==> config.mk <==
export PLATFORM = sky130hd
export DESIGN_NAME = drive_keypad_control
export DESIGN_NICKNAME = d
export VERILOG_FILES = /design/src/keypad_pkg.sv /design/src/key_debounce.sv /design/src/din_weigh.sv /design/src/drive_keypad_control.sv
export VERILOG_INCLUDE_DIRS = /design/src
export SDC_FILE = /design/constraint.sdc
export NUM_CORES = 1
export LEC_CHECK = 0
export BUFFER_PORTS_ARGS = -buffer_cell sky130_fd_sc_hd__buf_2
export CORE_MARGIN = 3
export CORE_UTILIZATION = 37
export CTS_BUF_LIST = sky130_fd_sc_hd__clkbuf_4
export DETAILED_ROUTE_END_ITERATION = 6
export GPL_TIMING_DRIVEN = 1
export PLACE_DENSITY = 0.54
export SETUP_SLACK_MARGIN = 0.3
export SLEW_MARGIN = 20
export SYNTH_ARGS = -nofsm -noshare
export SYNTH_HDL_FRONTEND = slang
export SYNTH_SLANG_ARGS = --single-unit
==> constraint.sdc <==
create_clock -name pclk -period 2.58 [get_ports pclk]
set_input_delay 0.258 -clock pclk [delete_from_list [all_inputs] [get_ports pclk]]
set_output_delay 0.258 -clock pclk [all_outputs]
set_load 0.03 [all_outputs]
==> src/keypad_params.svh <==
// constants for the drive keypad control block
`ifndef KEYPAD_PARAMS_SVH
`define KEYPAD_PARAMS_SVH

// ---------------------------------------------------------------
// clock and key timing
// ---------------------------------------------------------------
`define CLK_PERIOD_NS      5
`define KEY_DEBOUNCE_US    10000
`define KEY_DEBOUNCE_CYC   ((`KEY_DEBOUNCE_US * 1000) / `CLK_PERIOD_NS)

// ---------------------------------------------------------------
// key positions in the press vector
// ---------------------------------------------------------------
`define KEY_COUNT          10
`define K_FUNC             0
`define K_DATA             1
`define K_ENTER            2
`define K_SHIFT            3
`define K_INC              4
`define K_DEC              5
`define K_FWD              6
`define K_REV              7
`define K_STOP             8
`define K_RESET            9

// ---------------------------------------------------------------
// register byte offsets
// ---------------------------------------------------------------
`define OFF_CTRL           8'h00
`define OFF_STATUS         8'h04
`define OFF_EDIT           8'h08
`define OFF_FREQ           8'h0c
`define OFF_DIN            8'h10

// ---------------------------------------------------------------
// field reset values and codes
// ---------------------------------------------------------------
`define SRC_PANEL_KEYS     2'h0
`define SRC_PANEL_POT      2'h1
`define RST_FREQ_SRC       2'h1
`define RST_DISP_SEL       5'h01
`define DISP_SEL_DIN       5'h0b
`define DISP_SEL_CODE      8'h04
`define MON_LAST           3'h4

`endif

==> src/keypad_pkg.sv <==
// types shared by the drive keypad control block
package keypad_pkg;

	// panel operating modes
	typedef enum logic [1:0] {
		MODE_CTRL,
		MODE_CODE,
		MODE_LOAD,
		MODE_EDIT
	} panel_mode_t;

	// rotation direction restriction
	typedef enum logic [1:0] {
		DIR_ANY,
		DIR_FWD_ONLY,
		DIR_REV_ONLY,
		DIR_RSVD
	} dir_limit_t;

endpackage

==> src/key_debounce.sv <==
// key synchroniser, debouncer and press detector
`timescale 1ns/1ps
module key_debounce #(
	parameter int N_KEYS  = 10,
	parameter int DEB_CYC = 2000000
) (
	// clock and reset
	input  wire logic              pclk,
	input  wire logic              presetn,
	// raw keys, high while pressed
	input  wire logic [N_KEYS-1:0] keys_raw,
	// one-cycle press pulses
	output logic      [N_KEYS-1:0] press_ff
);
	localparam int CW = $clog2(DEB_CYC + 1);

	genvar i;
	generate
		for (i = 0; i < N_KEYS; i++) begin : g_key
			logic          s1_ff, s2_ff, s3_ff, level_ff;
			logic [CW-1:0] cnt_ff;
			wire           agree  = (s2_ff == s3_ff);
			wire           differ = agree && (s3_ff != level_ff);
			wire           settle = differ && (cnt_ff == CW'(DEB_CYC - 1));
			// three-stage sync; only the third stage is compared with the second
			always_ff @(posedge pclk or negedge presetn) begin
				if (!presetn) begin
					s1_ff    <= 1'b0;
					s2_ff    <= 1'b0;
					s3_ff    <= 1'b0;
					level_ff <= 1'b0;
					cnt_ff   <= '0;
					press_ff[i] <= 1'b0;
				end else begin
					s1_ff <= keys_raw[i];
					s2_ff <= s1_ff;
					s3_ff <= s2_ff;
					// any bounce restarts the settle count
					cnt_ff <= (differ && !settle) ? cnt_ff + CW'(1) : '0;
					if (settle) begin
						level_ff <= s3_ff;
					end
					press_ff[i] <= settle && s3_ff;
				end
			end
		end
	endgenerate

endmodule // key_debounce

==> src/din_weigh.sv <==
// digital input synchroniser and weighted status value
`timescale 1ns/1ps
module din_weigh (
	// clock and reset
	input  wire logic       pclk,
	input  wire logic       presetn,
	// multifunction input levels, input_one in bit 0
	input  wire logic [7:0] din_raw,
	// weighted status value
	output logic      [7:0] din_value_ff
);
	logic [7:0] lvl;

	genvar i;
	generate
		for (i = 0; i < 8; i++) begin : g_bit
			logic s1_ff, s2_ff, s3_ff, lvl_ff;
			// three-stage sync, level moves when stages two and three agree
			always_ff @(posedge pclk or negedge presetn) begin
				if (!presetn) begin
					s1_ff  <= 1'b0;
					s2_ff  <= 1'b0;
					s3_ff  <= 1'b0;
					lvl_ff <= 1'b0;
				end else begin
					s1_ff <= din_raw[i];
					s2_ff <= s1_ff;
					s3_ff <= s2_ff;
					if (s2_ff == s3_ff) begin
						lvl_ff <= s3_ff;
					end
				end
			end
			assign lvl[i] = lvl_ff;
		end
	endgenerate

	always_ff @(posedge pclk or negedge presetn) begin
		if (!presetn) begin
			din_value_ff <= 8'h00;
		end else begin
			din_value_ff <= {7'h00, lvl[0]} + {6'h00, lvl[1], 1'b0} + {5'h00, lvl[2], 2'h0}
				+ {4'h0, lvl[3], 3'h0} + {3'h0, lvl[4], 4'h0} + {2'h0, lvl[5], 5'h00}
				+ {1'b0, lvl[6], 6'h00} + {lvl[7], 7'h00};
		end
	end

endmodule // din_weigh

==> src/drive_keypad_control.sv <==
// drive front panel key handling, command issue and display selection
//
// Functional notes
// - function key enters parameter mode
// - data key reads then edits parameter value
// - enter commits value to nonvolatile memory
// - shift moves edit cursor one digit right
// - shift cycles monitored quantity while running
// - increment raises digit under edit
// - increment adjusts frequency when source is panel
// - decrement lowers digit under edit
// - decrement opens display selection in control
// - forward key runs forward, lights lamp
// - forward key stops unless forward-only
// - reverse key runs reverse, lights lamp
// - reverse key stops unless reverse-only
// - stop key issues stop command
// - reset clears fault or restores value
// - source one takes speed from potentiometer
// - panel speed keys ignored unless source zero
// - enter or data saves and exits edit
// - input status is weighted input sum
// - input status shown at select 11, running
//
// Decided for this implementation: the APB register port and the placing of the registers.
`timescale 1ns/1ps
`include "keypad_params.svh"
module drive_keypad_control #(
	parameter int DEB_CYC   = `KEY_DEBOUNCE_CYC,
	parameter int FREQ_MAX  = 9999,
	parameter int FREQ_STEP = 1
) (
	// clock and reset
	input  wire logic        pclk,
	input  wire logic        presetn,
	// apb slave
	input  wire logic        psel,
	input  wire logic        penable,
	input  wire logic        pwrite,
	input  wire logic [7:0]  paddr,
	input  wire logic [31:0] pwdata,
	output logic      [31:0] prdata,
	output logic             pready,
	output logic             pslverr,
	// panel keys, high while pressed
	input  wire logic        param_mode_key,
	input  wire logic        data_key,
	input  wire logic        enter_key,
	input  wire logic        shift_key,
	input  wire logic        inc_key,
	input  wire logic        dec_key,
	input  wire logic        forward_run_key,
	input  wire logic        reverse_run_key,
	input  wire logic        stop_key,
	input  wire logic        reset_key,
	// multifunction inputs
	input  wire logic        input_one,
	input  wire logic        input_two,
	input  wire logic        input_three,
	input  wire logic        input_four,
	input  wire logic        input_five,
	input  wire logic        input_six,
	input  wire logic        input_seven,
	input  wire logic        input_eight,
	// drive core status
	input  wire logic        fault_active,
	input  wire logic [11:0] panel_pot_input,
	input  wire logic [15:0] param_rdata,
	// drive core commands
	output logic             run_fwd_cmd,
	output logic             run_rev_cmd,
	output logic             stop_cmd,
	output logic             fault_clr,
	output logic             param_rd,
	output logic             param_wr,
	output logic             nv_commit,
	output logic      [7:0]  param_code,
	output logic      [15:0] param_wdata,
	output logic      [15:0] speed_ref,
	// indication and display
	output logic             fwd_lamp,
	output logic             rev_lamp,
	output logic      [2:0]  monitor_sel,
	output logic      [7:0]  din_value,
	output logic             din_show
);
	import keypad_pkg::*;

	// ---------------------------------------------------------------
	// state
	// ---------------------------------------------------------------
	panel_mode_t      mode_ff, nxt_mode;
	dir_limit_t       dir_ff;
	logic [1:0]       src_ff;
	logic [4:0]       disp_ff;
	logic [7:0]       code_ff, nxt_code;
	logic [15:0]      edit_ff, nxt_edit, orig_ff, nxt_orig, freq_ff, nxt_freq;
	logic [1:0]       cursor_ff, nxt_cursor;
	logic [2:0]       mon_ff, nxt_mon;
	logic             run_ff, nxt_run, fwd_ff, nxt_fwd;
	logic             nxt_run_fwd, nxt_run_rev, nxt_stop, nxt_fclr, nxt_rd, nxt_wr;
	logic             pready_ff, pslverr_ff, din_show_ff;
	logic [31:0]      prdata_ff;
	logic [`KEY_COUNT-1:0] press;

	// ---------------------------------------------------------------
	// key and input front ends
	// ---------------------------------------------------------------
	key_debounce #(.N_KEYS(`KEY_COUNT), .DEB_CYC(DEB_CYC)) u_keys (
		.pclk     (pclk),
		.presetn  (presetn),
		.keys_raw ({reset_key, stop_key, reverse_run_key, forward_run_key, dec_key,
		            inc_key, shift_key, enter_key, data_key, param_mode_key}),
		.press_ff (press)
	);

	din_weigh u_din (
		.pclk         (pclk),
		.presetn      (presetn),
		.din_raw      ({input_eight, input_seven, input_six, input_five,
		                input_four, input_three, input_two, input_one}),
		.din_value_ff (din_value)
	);

	// ---------------------------------------------------------------
	// digit helpers
	// ---------------------------------------------------------------
	// step one bcd digit, wrapping 9 to 0 and back
	function automatic logic [15:0] bcd_step(input logic [15:0] v, input logic [1:0] nib,
	                                         input logic up);
		logic [3:0]  d;
		logic [15:0] r;
		r = v;
		d = v[nib*4 +: 4];
		if (up) begin
			d = (d >= 4'h9) ? 4'h0 : d + 4'h1;
		end else begin
			d = (d == 4'h0) ? 4'h9 : d - 4'h1;
		end
		r[nib*4 +: 4] = d;
		return r;
	endfunction

	// cursor 0 is the leftmost digit; code has two digits, value four
	wire [1:0]  code_nib  = 2'h1 - cursor_ff;
	wire [1:0]  edit_nib  = 2'h3 - cursor_ff;
	wire [15:0] code_up   = bcd_step({8'h00, code_ff}, code_nib, 1'b1);
	wire [15:0] code_dn   = bcd_step({8'h00, code_ff}, code_nib, 1'b0);
	wire [2:0]  mon_next  = (mon_ff == `MON_LAST) ? 3'h0 : mon_ff + 3'h1;
	wire [15:0] freq_up   = (freq_ff > 16'(FREQ_MAX - FREQ_STEP)) ? 16'(FREQ_MAX)
	                        : freq_ff + 16'(FREQ_STEP);
	wire        panel_src = (src_ff == `SRC_PANEL_KEYS);

	// ---------------------------------------------------------------
	// key interpreter
	// ---------------------------------------------------------------
	always_comb begin
		nxt_mode    = mode_ff;
		nxt_code    = code_ff;
		nxt_edit    = edit_ff;
		nxt_orig    = orig_ff;
		nxt_cursor  = cursor_ff;
		nxt_mon     = mon_ff;
		nxt_freq    = freq_ff;
		nxt_run     = run_ff;
		nxt_fwd     = fwd_ff;
		nxt_run_fwd = 1'b0;
		nxt_run_rev = 1'b0;
		nxt_stop    = 1'b0;
		nxt_fclr    = 1'b0;
		nxt_rd      = 1'b0;
		nxt_wr      = 1'b0;
		// run keys work in every mode; a pending fault refuses a start
		if (press[`K_FWD]) begin
			if (run_ff && fwd_ff && dir_ff != DIR_FWD_ONLY) begin
				nxt_stop = 1'b1;
				nxt_run  = 1'b0;
			end else if (!fault_active && dir_ff != DIR_REV_ONLY) begin
				nxt_run_fwd = 1'b1;
				nxt_run     = 1'b1;
				nxt_fwd     = 1'b1;
			end
		end else if (press[`K_REV]) begin
			if (run_ff && !fwd_ff && dir_ff != DIR_REV_ONLY) begin
				nxt_stop = 1'b1;
				nxt_run  = 1'b0;
			end else if (!fault_active && dir_ff != DIR_FWD_ONLY) begin
				nxt_run_rev = 1'b1;
				nxt_run     = 1'b1;
				nxt_fwd     = 1'b0;
			end
		end else if (press[`K_STOP]) begin
			nxt_stop = 1'b1;
			nxt_run  = 1'b0;
		end
		if (press[`K_RESET] && fault_active) begin
			nxt_fclr = 1'b1;
		end
		unique case (mode_ff)
			MODE_CTRL: begin
				if (press[`K_FUNC]) begin
					nxt_mode   = MODE_CODE;
					nxt_cursor = 2'h0;
				end else if (press[`K_DEC]) begin
					nxt_mode   = MODE_CODE;
					nxt_code   = `DISP_SEL_CODE;
					nxt_cursor = 2'h0;
				end else if (press[`K_SHIFT] && run_ff) begin
					nxt_mon = mon_next;
				// panel frequency only from source zero
				end else if (press[`K_INC] && panel_src) begin
					nxt_freq = freq_up;
				end
			end
			MODE_CODE: begin
				if (press[`K_FUNC]) begin
					nxt_mode = MODE_CTRL;
				end else if (press[`K_DATA]) begin
					nxt_mode = MODE_LOAD;
					nxt_rd   = 1'b1;
				// cursor right over two code digits
				end else if (press[`K_SHIFT]) begin
					nxt_cursor = (cursor_ff == 2'h1) ? 2'h0 : cursor_ff + 2'h1;
				end else if (press[`K_INC]) begin
					nxt_code = code_up[7:0];
				end else if (press[`K_DEC]) begin
					nxt_code = code_dn[7:0];
				end
			end
			MODE_LOAD: begin
				// take the stored value, keep a copy for reset
				nxt_edit   = param_rdata;
				nxt_orig   = param_rdata;
				nxt_cursor = 2'h0;
				nxt_mode   = MODE_EDIT;
			end
			MODE_EDIT: begin
				if (press[`K_FUNC]) begin
					nxt_mode = MODE_CODE;
				end else if (press[`K_RESET] && !fault_active) begin
					nxt_edit = orig_ff;
				end else if (press[`K_ENTER] || press[`K_DATA]) begin
					nxt_wr   = 1'b1;
					nxt_orig = edit_ff;
					nxt_mode = MODE_CTRL;
				// cursor right over four value digits
				end else if (press[`K_SHIFT]) begin
					nxt_cursor = cursor_ff + 2'h1;
				end else if (press[`K_INC]) begin
					nxt_edit = bcd_step(edit_ff, edit_nib, 1'b1);
				end else if (press[`K_DEC]) begin
					nxt_edit = bcd_step(edit_ff, edit_nib, 1'b0);
				end
			end
		endcase
	end

	// panel state registers
	always_ff @(posedge pclk or negedge presetn) begin
		if (!presetn) begin
			mode_ff     <= MODE_CTRL;
			code_ff     <= 8'h00;
			edit_ff     <= 16'h0000;
			orig_ff     <= 16'h0000;
			cursor_ff   <= 2'h0;
			mon_ff      <= 3'h0;
			freq_ff     <= 16'h0000;
			run_ff      <= 1'b0;
			fwd_ff      <= 1'b1;
		end else begin
			mode_ff     <= nxt_mode;
			code_ff     <= nxt_code;
			edit_ff     <= nxt_edit;
			orig_ff     <= nxt_orig;
			cursor_ff   <= nxt_cursor;
			mon_ff      <= nxt_mon;
			freq_ff     <= nxt_freq;
			run_ff      <= nxt_run;
			fwd_ff      <= nxt_fwd;
		end
	end

	// outputs to the drive core, all registered
	always_ff @(posedge pclk or negedge presetn) begin
		if (!presetn) begin
			{run_fwd_cmd, run_rev_cmd, stop_cmd, fault_clr} <= 4'h0;
			{param_rd, param_wr, nv_commit, fwd_lamp, rev_lamp} <= 5'h00;
			param_code  <= 8'h00;
			param_wdata <= 16'h0000;
			speed_ref   <= 16'h0000;
			monitor_sel <= 3'h0;
			din_show_ff <= 1'b0;
		end else begin
			{run_fwd_cmd, run_rev_cmd, stop_cmd, fault_clr} <=
				{nxt_run_fwd, nxt_run_rev, nxt_stop, nxt_fclr};
			param_rd    <= nxt_rd;
			param_wr    <= nxt_wr;
			// commit pulse rides with the write, no extra key needed
			nv_commit   <= nxt_wr;
			fwd_lamp    <= nxt_run && nxt_fwd;
			rev_lamp    <= nxt_run && !nxt_fwd;
			param_code  <= nxt_code;
			param_wdata <= nxt_edit;
			// pot or panel keys as speed reference
			speed_ref   <= (src_ff == `SRC_PANEL_POT) ? {4'h0, panel_pot_input} : freq_ff;
			monitor_sel <= nxt_mon;
			din_show_ff <= nxt_run && (disp_ff == `DISP_SEL_DIN);
		end
	end
	assign din_show = din_show_ff;

	// ---------------------------------------------------------------
	// apb slave
	// ---------------------------------------------------------------
	wire setup    = psel && !penable;
	wire wr_acc   = psel && penable && pwrite && pready_ff;
	wire hit_ctrl = (paddr == `OFF_CTRL);
	wire mapped   = hit_ctrl || (paddr == `OFF_STATUS) || (paddr == `OFF_EDIT)
	                || (paddr == `OFF_FREQ) || (paddr == `OFF_DIN);
	wire [31:0] rd_word =
		hit_ctrl                 ? {23'h0, dir_ff, disp_ff, src_ff} :
		(paddr == `OFF_STATUS)   ? {21'h0, mon_ff, cursor_ff, fault_active, rev_lamp,
		                            fwd_lamp, run_ff, mode_ff} :
		(paddr == `OFF_EDIT)     ? {8'h0, edit_ff, code_ff} :
		(paddr == `OFF_FREQ)     ? {16'h0, freq_ff} :
		(paddr == `OFF_DIN)      ? {23'h0, din_show_ff, din_value} : 32'h0;

	// answer is prepared in setup so the access phase never waits
	always_ff @(posedge pclk or negedge presetn) begin
		if (!presetn) begin
			pready_ff  <= 1'b0;
			pslverr_ff <= 1'b0;
			prdata_ff  <= 32'h0;
			src_ff     <= `RST_FREQ_SRC;
			disp_ff    <= `RST_DISP_SEL;
			dir_ff     <= DIR_ANY;
		end else begin
			pready_ff  <= setup;
			pslverr_ff <= setup && !mapped;
			prdata_ff  <= (setup && !pwrite) ? rd_word : 32'h0;
			if (wr_acc && hit_ctrl) begin
				src_ff  <= pwdata[1:0];
				disp_ff <= pwdata[6:2];
				dir_ff  <= dir_limit_t'(pwdata[8:7]);
			end
		end
	end
	assign pready  = pready_ff;
	assign pslverr = pslverr_ff;
	assign prdata  = prdata_ff;
endmodule // drive_keypad_control

# Word-level counts from Yosys, hierarchy flattened
# Cells that the tools add are included.
[op_classes]
shift = 8
n_reduce_logical = 95
bitwise = 3
muxes = 111
n_eq_ne = 70
n_lt_le_gt_ge = 3
n_addsub = 28
[ops]
columns = ["operator", "count"]
rows = [
  ["21-bit by 1-bit adder with 21-bit output, second input constant", 10],
  ["21-bit equality test, second input constant", 10],
  ["21-bit 2-to-1 mux", 10],
  ["16-bit 2-to-1 mux", 12],
  ["4-bit by 34-bit indexed part select with 16-bit output", 4],
  ["24-bit 2-to-1 mux", 4],
  ["4-bit 2-to-1 mux", 17],
  ["4-bit negator with 34-bit output", 2],
  ["4-bit by 34-bit variable shift with 16-bit output, first input constant", 2],
  ["16-bit bitwise mux", 4],
  ["16-bit one-hot mux with 2 select lines", 2],
  ["1-bit logical AND", 60],
  ["8-bit 2-to-1 mux", 7],
  ["2-bit 2-to-1 mux", 17],
  ["1-bit 2-to-1 mux", 33],
  ["16-bit by 5-bit indexed part select with 4-bit output", 2],
  ["1-bit equality test", 18],
  ["2-bit inequality test, second input constant", 9],
  ["16-bit by 1-bit adder with 16-bit output, second input constant", 1],
  ["8-bit by 4-bit equality test with 1-bit output, second input constant", 2],
  ["16-bit by 14-bit > comparator with 1-bit output, second input constant", 1],
  ["1-bit zero test", 16],
  ["2-bit one-hot mux with 4 select lines", 2],
  ["8-bit one-hot mux with 2 select lines", 1],
  ["other kinds (38)", 72],
]
[word_totals]
reg_bits = 425
input_bits = 92

# Longest topological paths before layout
[depth]
word_depth = 20
ltp_mapped = 11
ltp_nobuf = 9

# Cells and area by module
# From an unflattened synthesis, not the netlist that was laid out.
[unflattened]
cells_unflattened = 2015
hier_area_um2 = 20093.0
[by_module_without_submodules]
columns = ["mod", "instances", "cells_each", "seq_area_each_um2", "area_each_um2"]
rows = [
  ["key_debounce", 1, 1240, 6506.2, 12243.0],
  ["drive_keypad_control", 1, 727, 3131.8, 6759.0],
  ["din_weigh", 1, 48, 1001.0, 1091.0],
]

# Least setup slack after synthesis
# Ideal clock, no wire load.
[synth_path]
kind = "register -> register"
from = "register cursor_ff[0]"
to = "register param_code[2]"
slack_ns = 0.404
n_path_buf = 2
t_required_ns = 2.476
setup_time_ns = 0.104
t_arrival_ns = 2.072
period_less_slack_ns = 2.176
stages_incl_launch_ff = 12
path_cell_list = "dfrtp_1 > buf_6 > buf_2 > mux2i_1 > nor2_1 > inv_1 > ha_1 > inv_1 > a311o_1 > a31oi_1 > a22o_1 > a221oi_1"
[synth_via]
elab_chain_len = 12
word_cells_on_any_way = 20
cone_classes = "add/sub (4); order compare (1); shift (4); mux (10); reduce/logical (1)"
[synth_rtl]
columns = ["item", "line_no", "text"]
rows = [
  ["start: declaration", "drive_keypad_control.sv:98", "logic [1:0] cursor_ff, nxt_cursor;"],
  ["start signal: assignment", "drive_keypad_control.sv:275", "cursor_ff <= nxt_cursor;"],
  ["1-bit by 2-bit subtractor with 2-bit output *", "drive_keypad_control.sv:145", "wire [1:0] code_nib = 2'h1 - cursor_ff;"],
  ["16-bit by 5-bit indexed part select with 4-bit output", "drive_keypad_control.sv:134", "d = v[nib*4 +: 4];"],
  ["4-bit by 1-bit subtractor with 4-bit output / 4-bit zero test (equally long branches)", "drive_keypad_control.sv:138", "d = (d == 4'h0) ? 4'h9 : d - 4'h1;"],
  ["4-bit 2-to-1 mux", "drive_keypad_control.sv:138", ""],
  ["4-bit by 34-bit indexed part select with 16-bit output", "drive_keypad_control.sv:140", "r[nib*4 +: 4] = d;"],
  ["16-bit bitwise mux", "drive_keypad_control.sv:140", ""],
  ["8-bit 2-to-1 mux", "drive_keypad_control.sv:226", "end else if (press[`K_DEC]) begin"],
  ["8-bit 2-to-1 mux *", "drive_keypad_control.sv:224", "end else if (press[`K_INC]) begin"],
  ["8-bit 2-to-1 mux *", "drive_keypad_control.sv:222", "end else if (press[`K_SHIFT]) begin"],
  ["8-bit 2-to-1 mux *", "drive_keypad_control.sv:218", "end else if (press[`K_DATA]) begin"],
  ["8-bit 2-to-1 mux *", "drive_keypad_control.sv:216", "if (press[`K_FUNC]) begin"],
  ["8-bit one-hot mux with 2 select lines *", "drive_keypad_control.sv:199", "unique case (mode_ff)"],
  ["end signal: assignment", "drive_keypad_control.sv:302", "param_code <= nxt_code;"],
  ["end: declaration", "drive_keypad_control.sv:77", "output logic [7:0] param_code,"],
]
# Mark *: on every way between the ends. The rest lies on a longest branch, timed or not. The select of a mux whose other input is x is not followed.
# A chain may end at the register's enable or synchronous reset.

# Worst setup path in the final report
# Same ends and word-level chain as after synthesis.

==> impl_metrics.py <==
metrics = {
    "floorplan": {
        "fp.dieH_um": 236,
        "coreArea_um2": 51900,
        "pin_count": 187,
        "start_util_pct": 37.8,
        "dieArea_um2": 55800,
        "rows": 83,
        "die_w_um": 236,
    },
    "finish": {
        "layout_commonest_cell": "dfrtp_1",
        "regArea_um2": 10600,
        "multi_input_area_um2": 8520,
        "nFillCells": 4987,
        "synthToLayoutAreaGrowth_pct": 21.8,
        "fin_nets": 2408,
        "final_core_util_pct": 46.0,
        "layout_common_cells": "418 x dfrtp_1, 309 x nor2_1, 175 x nand2_1",
        "fin_area_um2": 23900,
        "drive_gt1_share_pct": 18.9,
    },
    "timing": {
        "tightestPinTransition_ns": 0.699,
        "finalCritPeriodShare_pct": 87.6,
        "max_freq_mhz": 442,
        "min_period_ns": 2.26,
        "finalSetupViolations": 0,
        "rsz0062_at_grt": "true",
        "hold_viol": 0,
        "setup_ws_ns": 0.319,
        "slew_viol_final": 0,
        "slew_headroom_pct": 53.0,
        "whs_ns": 0.101,
        "tns_ns": 0,
        "finClkSkew_ns": 0.0660,
    },
    "hold_path": {
        "hold_class": "input port to register",
        "worstHoldStart": "dec_key",
        "hold_depth": 2,
        "hold_path_end": "u_keys.g_key[5].s1_ff$_DFF_PN0_",
    },
    "synth": {
        "synth_top_area_share_pct": 53.8,
        "synth-adder-area-share_pct": 2.13,
        "ys_ff_latch": 425,
        "async_flop_share_pct": 100,
        "synth-xor-area-share_pct": 8.48,
        "avgSynthCellArea_um2": 10.2,
        "synth.area.mux_share_pct": 3.10,
        "ys_seq_area_share_pct": 54.2,
        "ys_top_cells_by_area": "dfrtp_1 54%, nor2_1 5.9%, xor2_1 4.7%",
        "yosysTopAreaCell": "dfrtp_1",
        "synth-simple-area-share_pct": 22.0,
        "synth_cell_types": 75,
        "synth_top_family_by_area": "simple AND/OR/NAND/NOR gates",
        "synth-compound-area-share_pct": 7.15,
        "syn_area_um2": 19600,
        "synth_edf_count": 0,
        "synthCells": 1932,
        "ys.flop_type": "dfrtp_1",
        "ys_warn_count": 0,
    },
    "critical_path": {
        "cp_num_buf_inv": 4,
        "slowest_stage": "dfrtp_2",
        "cp_top_family": "compound AO/OA/AOI/OAI gates",
        "r2r_cells": 11,
        "critPathCaptureType": "register",
        "r2r_start": "cursor_ff[0]$_DFFE_PN0P_",
        "crit_type": "register to register",
        "path_max_fanout": 7,
        "cp-start-kind": "register",
        "max_stage_delay_ns": 0.45,
        "worstPathCellList": "buf_6, buf_12, mux2i_4, nor2_4, inv_2, ha_1, inv_1, a311o_1, a31oi_1, a22o_1, a221oi_1",
        "r2r-end": "param_code[2]$_DFFE_PN0P_",
        "path_depth": 11,
        "rrSetupSlack_ns": 0.32,
        "worstPathRequired_ns": 3.35,
        "cp_data_arrival_time_ns": 3.03,
    },
    "power": {
        "p_leak_nw": 10.7,
        "peakVddDrop_uv": 332,
        "p_per_area_nw_per_um2": 545,
    },
    "drt": {
        "routed-via-count": 15272,
        "route.detailed.drc": 0,
        "wl_met3_um": 2530,
        "wl_met2_um": 22000,
        "wl_met1_um": 22300,
        "drtAntennaViolNets": 0,
        "first_pass_iters": 5,
        "highest_layer": "met4",
        "wl_um": 48100,
        "viasPerCell": 4.98,
        "wl_per_cell_um": 15.7,
        "first_iter_violations": 838,
    },
    "clock_tree": {
        "cts-root-buf": "clkbuf_4",
        "clock_insertion_delay_worst_skew_ns": 0.88,
        "cts_buffer_depth": 3,
        "htreeDepth": 3,
        "cts_tree": "built",
        "cts.clk_slew.worst_paths_ns": 0.07,
        "numCtsBuffers": 114,
        "cts_num_sinks": 425,
    },
    "grt": {
        "grt_max_degree": 77,
        "grt_pass1_vias": 15224,
        "grtUsageTotal_pct": 17.1,
        "antenna_found_initial": 2,
        "grt_overflow": 0,
        "grt_pass1_wl_um": 78300,
    },
    "placement": {
        "portBuffers": 155,
        "dp_slack_ns": 0.175,
        "gp_routability_congestion": 0.825,
        "place_hpwl_um": 32800,
        "placed_cell_area_um2": 21300,
    },
    "status": {
        "status": "complete, no violations",
    },
    "flow_run": {
        "maxCapViolations": 0,
    },
}
-- per-stage QoR --
step,total power [mW],std cells
after global placement,7.44,2743
after detailed placement,7.45,2743
after CTS,13.3,3044
final,13.0,3065
after global routing,13.8,3064
after floorplan,7.12,1939
-- worst max path at each step --
| stage | from | to | slack (ns) |
|---|---|---|---|
| after floorplan | cursor_ff[0]$_DFFE_PN0P_ | param_code[2]$_DFFE_PN0P_ | 0.40 |
| after global placement | cursor_ff[0]$_DFFE_PN0P_ | param_code[2]$_DFFE_PN0P_ | 0.23 |
| after detailed placement | cursor_ff[0]$_DFFE_PN0P_ | param_code[2]$_DFFE_PN0P_ | 0.18 |
| after CTS | cursor_ff[0]$_DFFE_PN0P_ | param_wdata[13]$_DFFE_PN0P_ | 0.31 |
| after global routing | cursor_ff[0]$_DFFE_PN0P_ | param_code[2]$_DFFE_PN0P_ | 0.18 |
| final | cursor_ff[0]$_DFFE_PN0P_ | param_code[2]$_DFFE_PN0P_ | 0.32 |
-- synth_stat cells (4+ instances only) --
cell type and n:
a21bo_2 8, a21boi_0 16, a21o_1 5, a21oi_1 23, a31oi_1 24, a32o_1 10
and2_1 18, and3_1 34, and4_1 26, buf_2 13, buf_4 9, clkbuf_1 47
dfrtp_1 422, ha_1 27, inv_1 61, maj3_1 8, mux2_2 10, mux2_4 9
mux2i_1 27, mux4_2 4, nand2_1 175, nand2b_1 13, nand3_1 111, nand3b_1 8
nand4_1 53, nor2_1 311, nor2b_1 17, nor3_1 49, nor3_2 4, nor3b_1 6
nor4_1 30, nor4b_1 8, nor4bb_1 4, o21ai_0 51, o21ai_1 15, o21bai_1 7
o22a_1 4, o31a_1 4, o31ai_1 6, or4_1 4, xnor2_1 85, xor2_1 105
-- state kept, by name, indices dropped and copies added, names as in the netlist, 16 cells and up, named ones only --
register / flops
orig_ff: 16
u_keys.g_key.cnt_ff: 210
param_wdata: 16
prdata: 24
speed_ref: 16
freq_ff: 16
-- power by group --
part           internal [mW]  switching, mW  leakage, nW
Sequential              6.75         0.0779         5.72
Clock                   2.79           2.84        0.820
Combinational          0.218          0.354         4.14
Total                   9.76           3.27         10.7
-- layout make-up --
type | count | area share, %
sequential | 425 | 44.5
multi-input combinational | 1379 | 35.6
timing repair buffer | 308 | 9.51
clock buffer | 155 | 4.87
tap | 680 | 3.56
inverter | 61 | 0.958
clock inverter | 50 | 0.869
antenna | 7 | 0.0733
-- metal layers --
metal  track usage [%]  up-vias
met5                 0        -
met4              5.72        0
met3              4.70       97
met2              26.9      350
met1              22.9     7384
li1                  -     7441
-- cell families after synthesis --
kind of cell	Yosys count
XOR/XNOR	190
AO/OA/AOI/OAI	207
buffers and inverters	135
adder cells (fa/ha/maj)	35
AND/OR/NAND/NOR	889
flip-flops	425
multiplexers	50
other	1
-- what timing repair did --
action,4_1_cts,5_1_grt
pin swaps,0,6
hold endpoints to repair,514,0
gates cloned,0,1
setup endpoints to repair,15,31
buffers inserted,0,13
gates resized for setup,5,25
hold buffers,96,0
No activity file was read; power rests on OpenSTA's default activity.
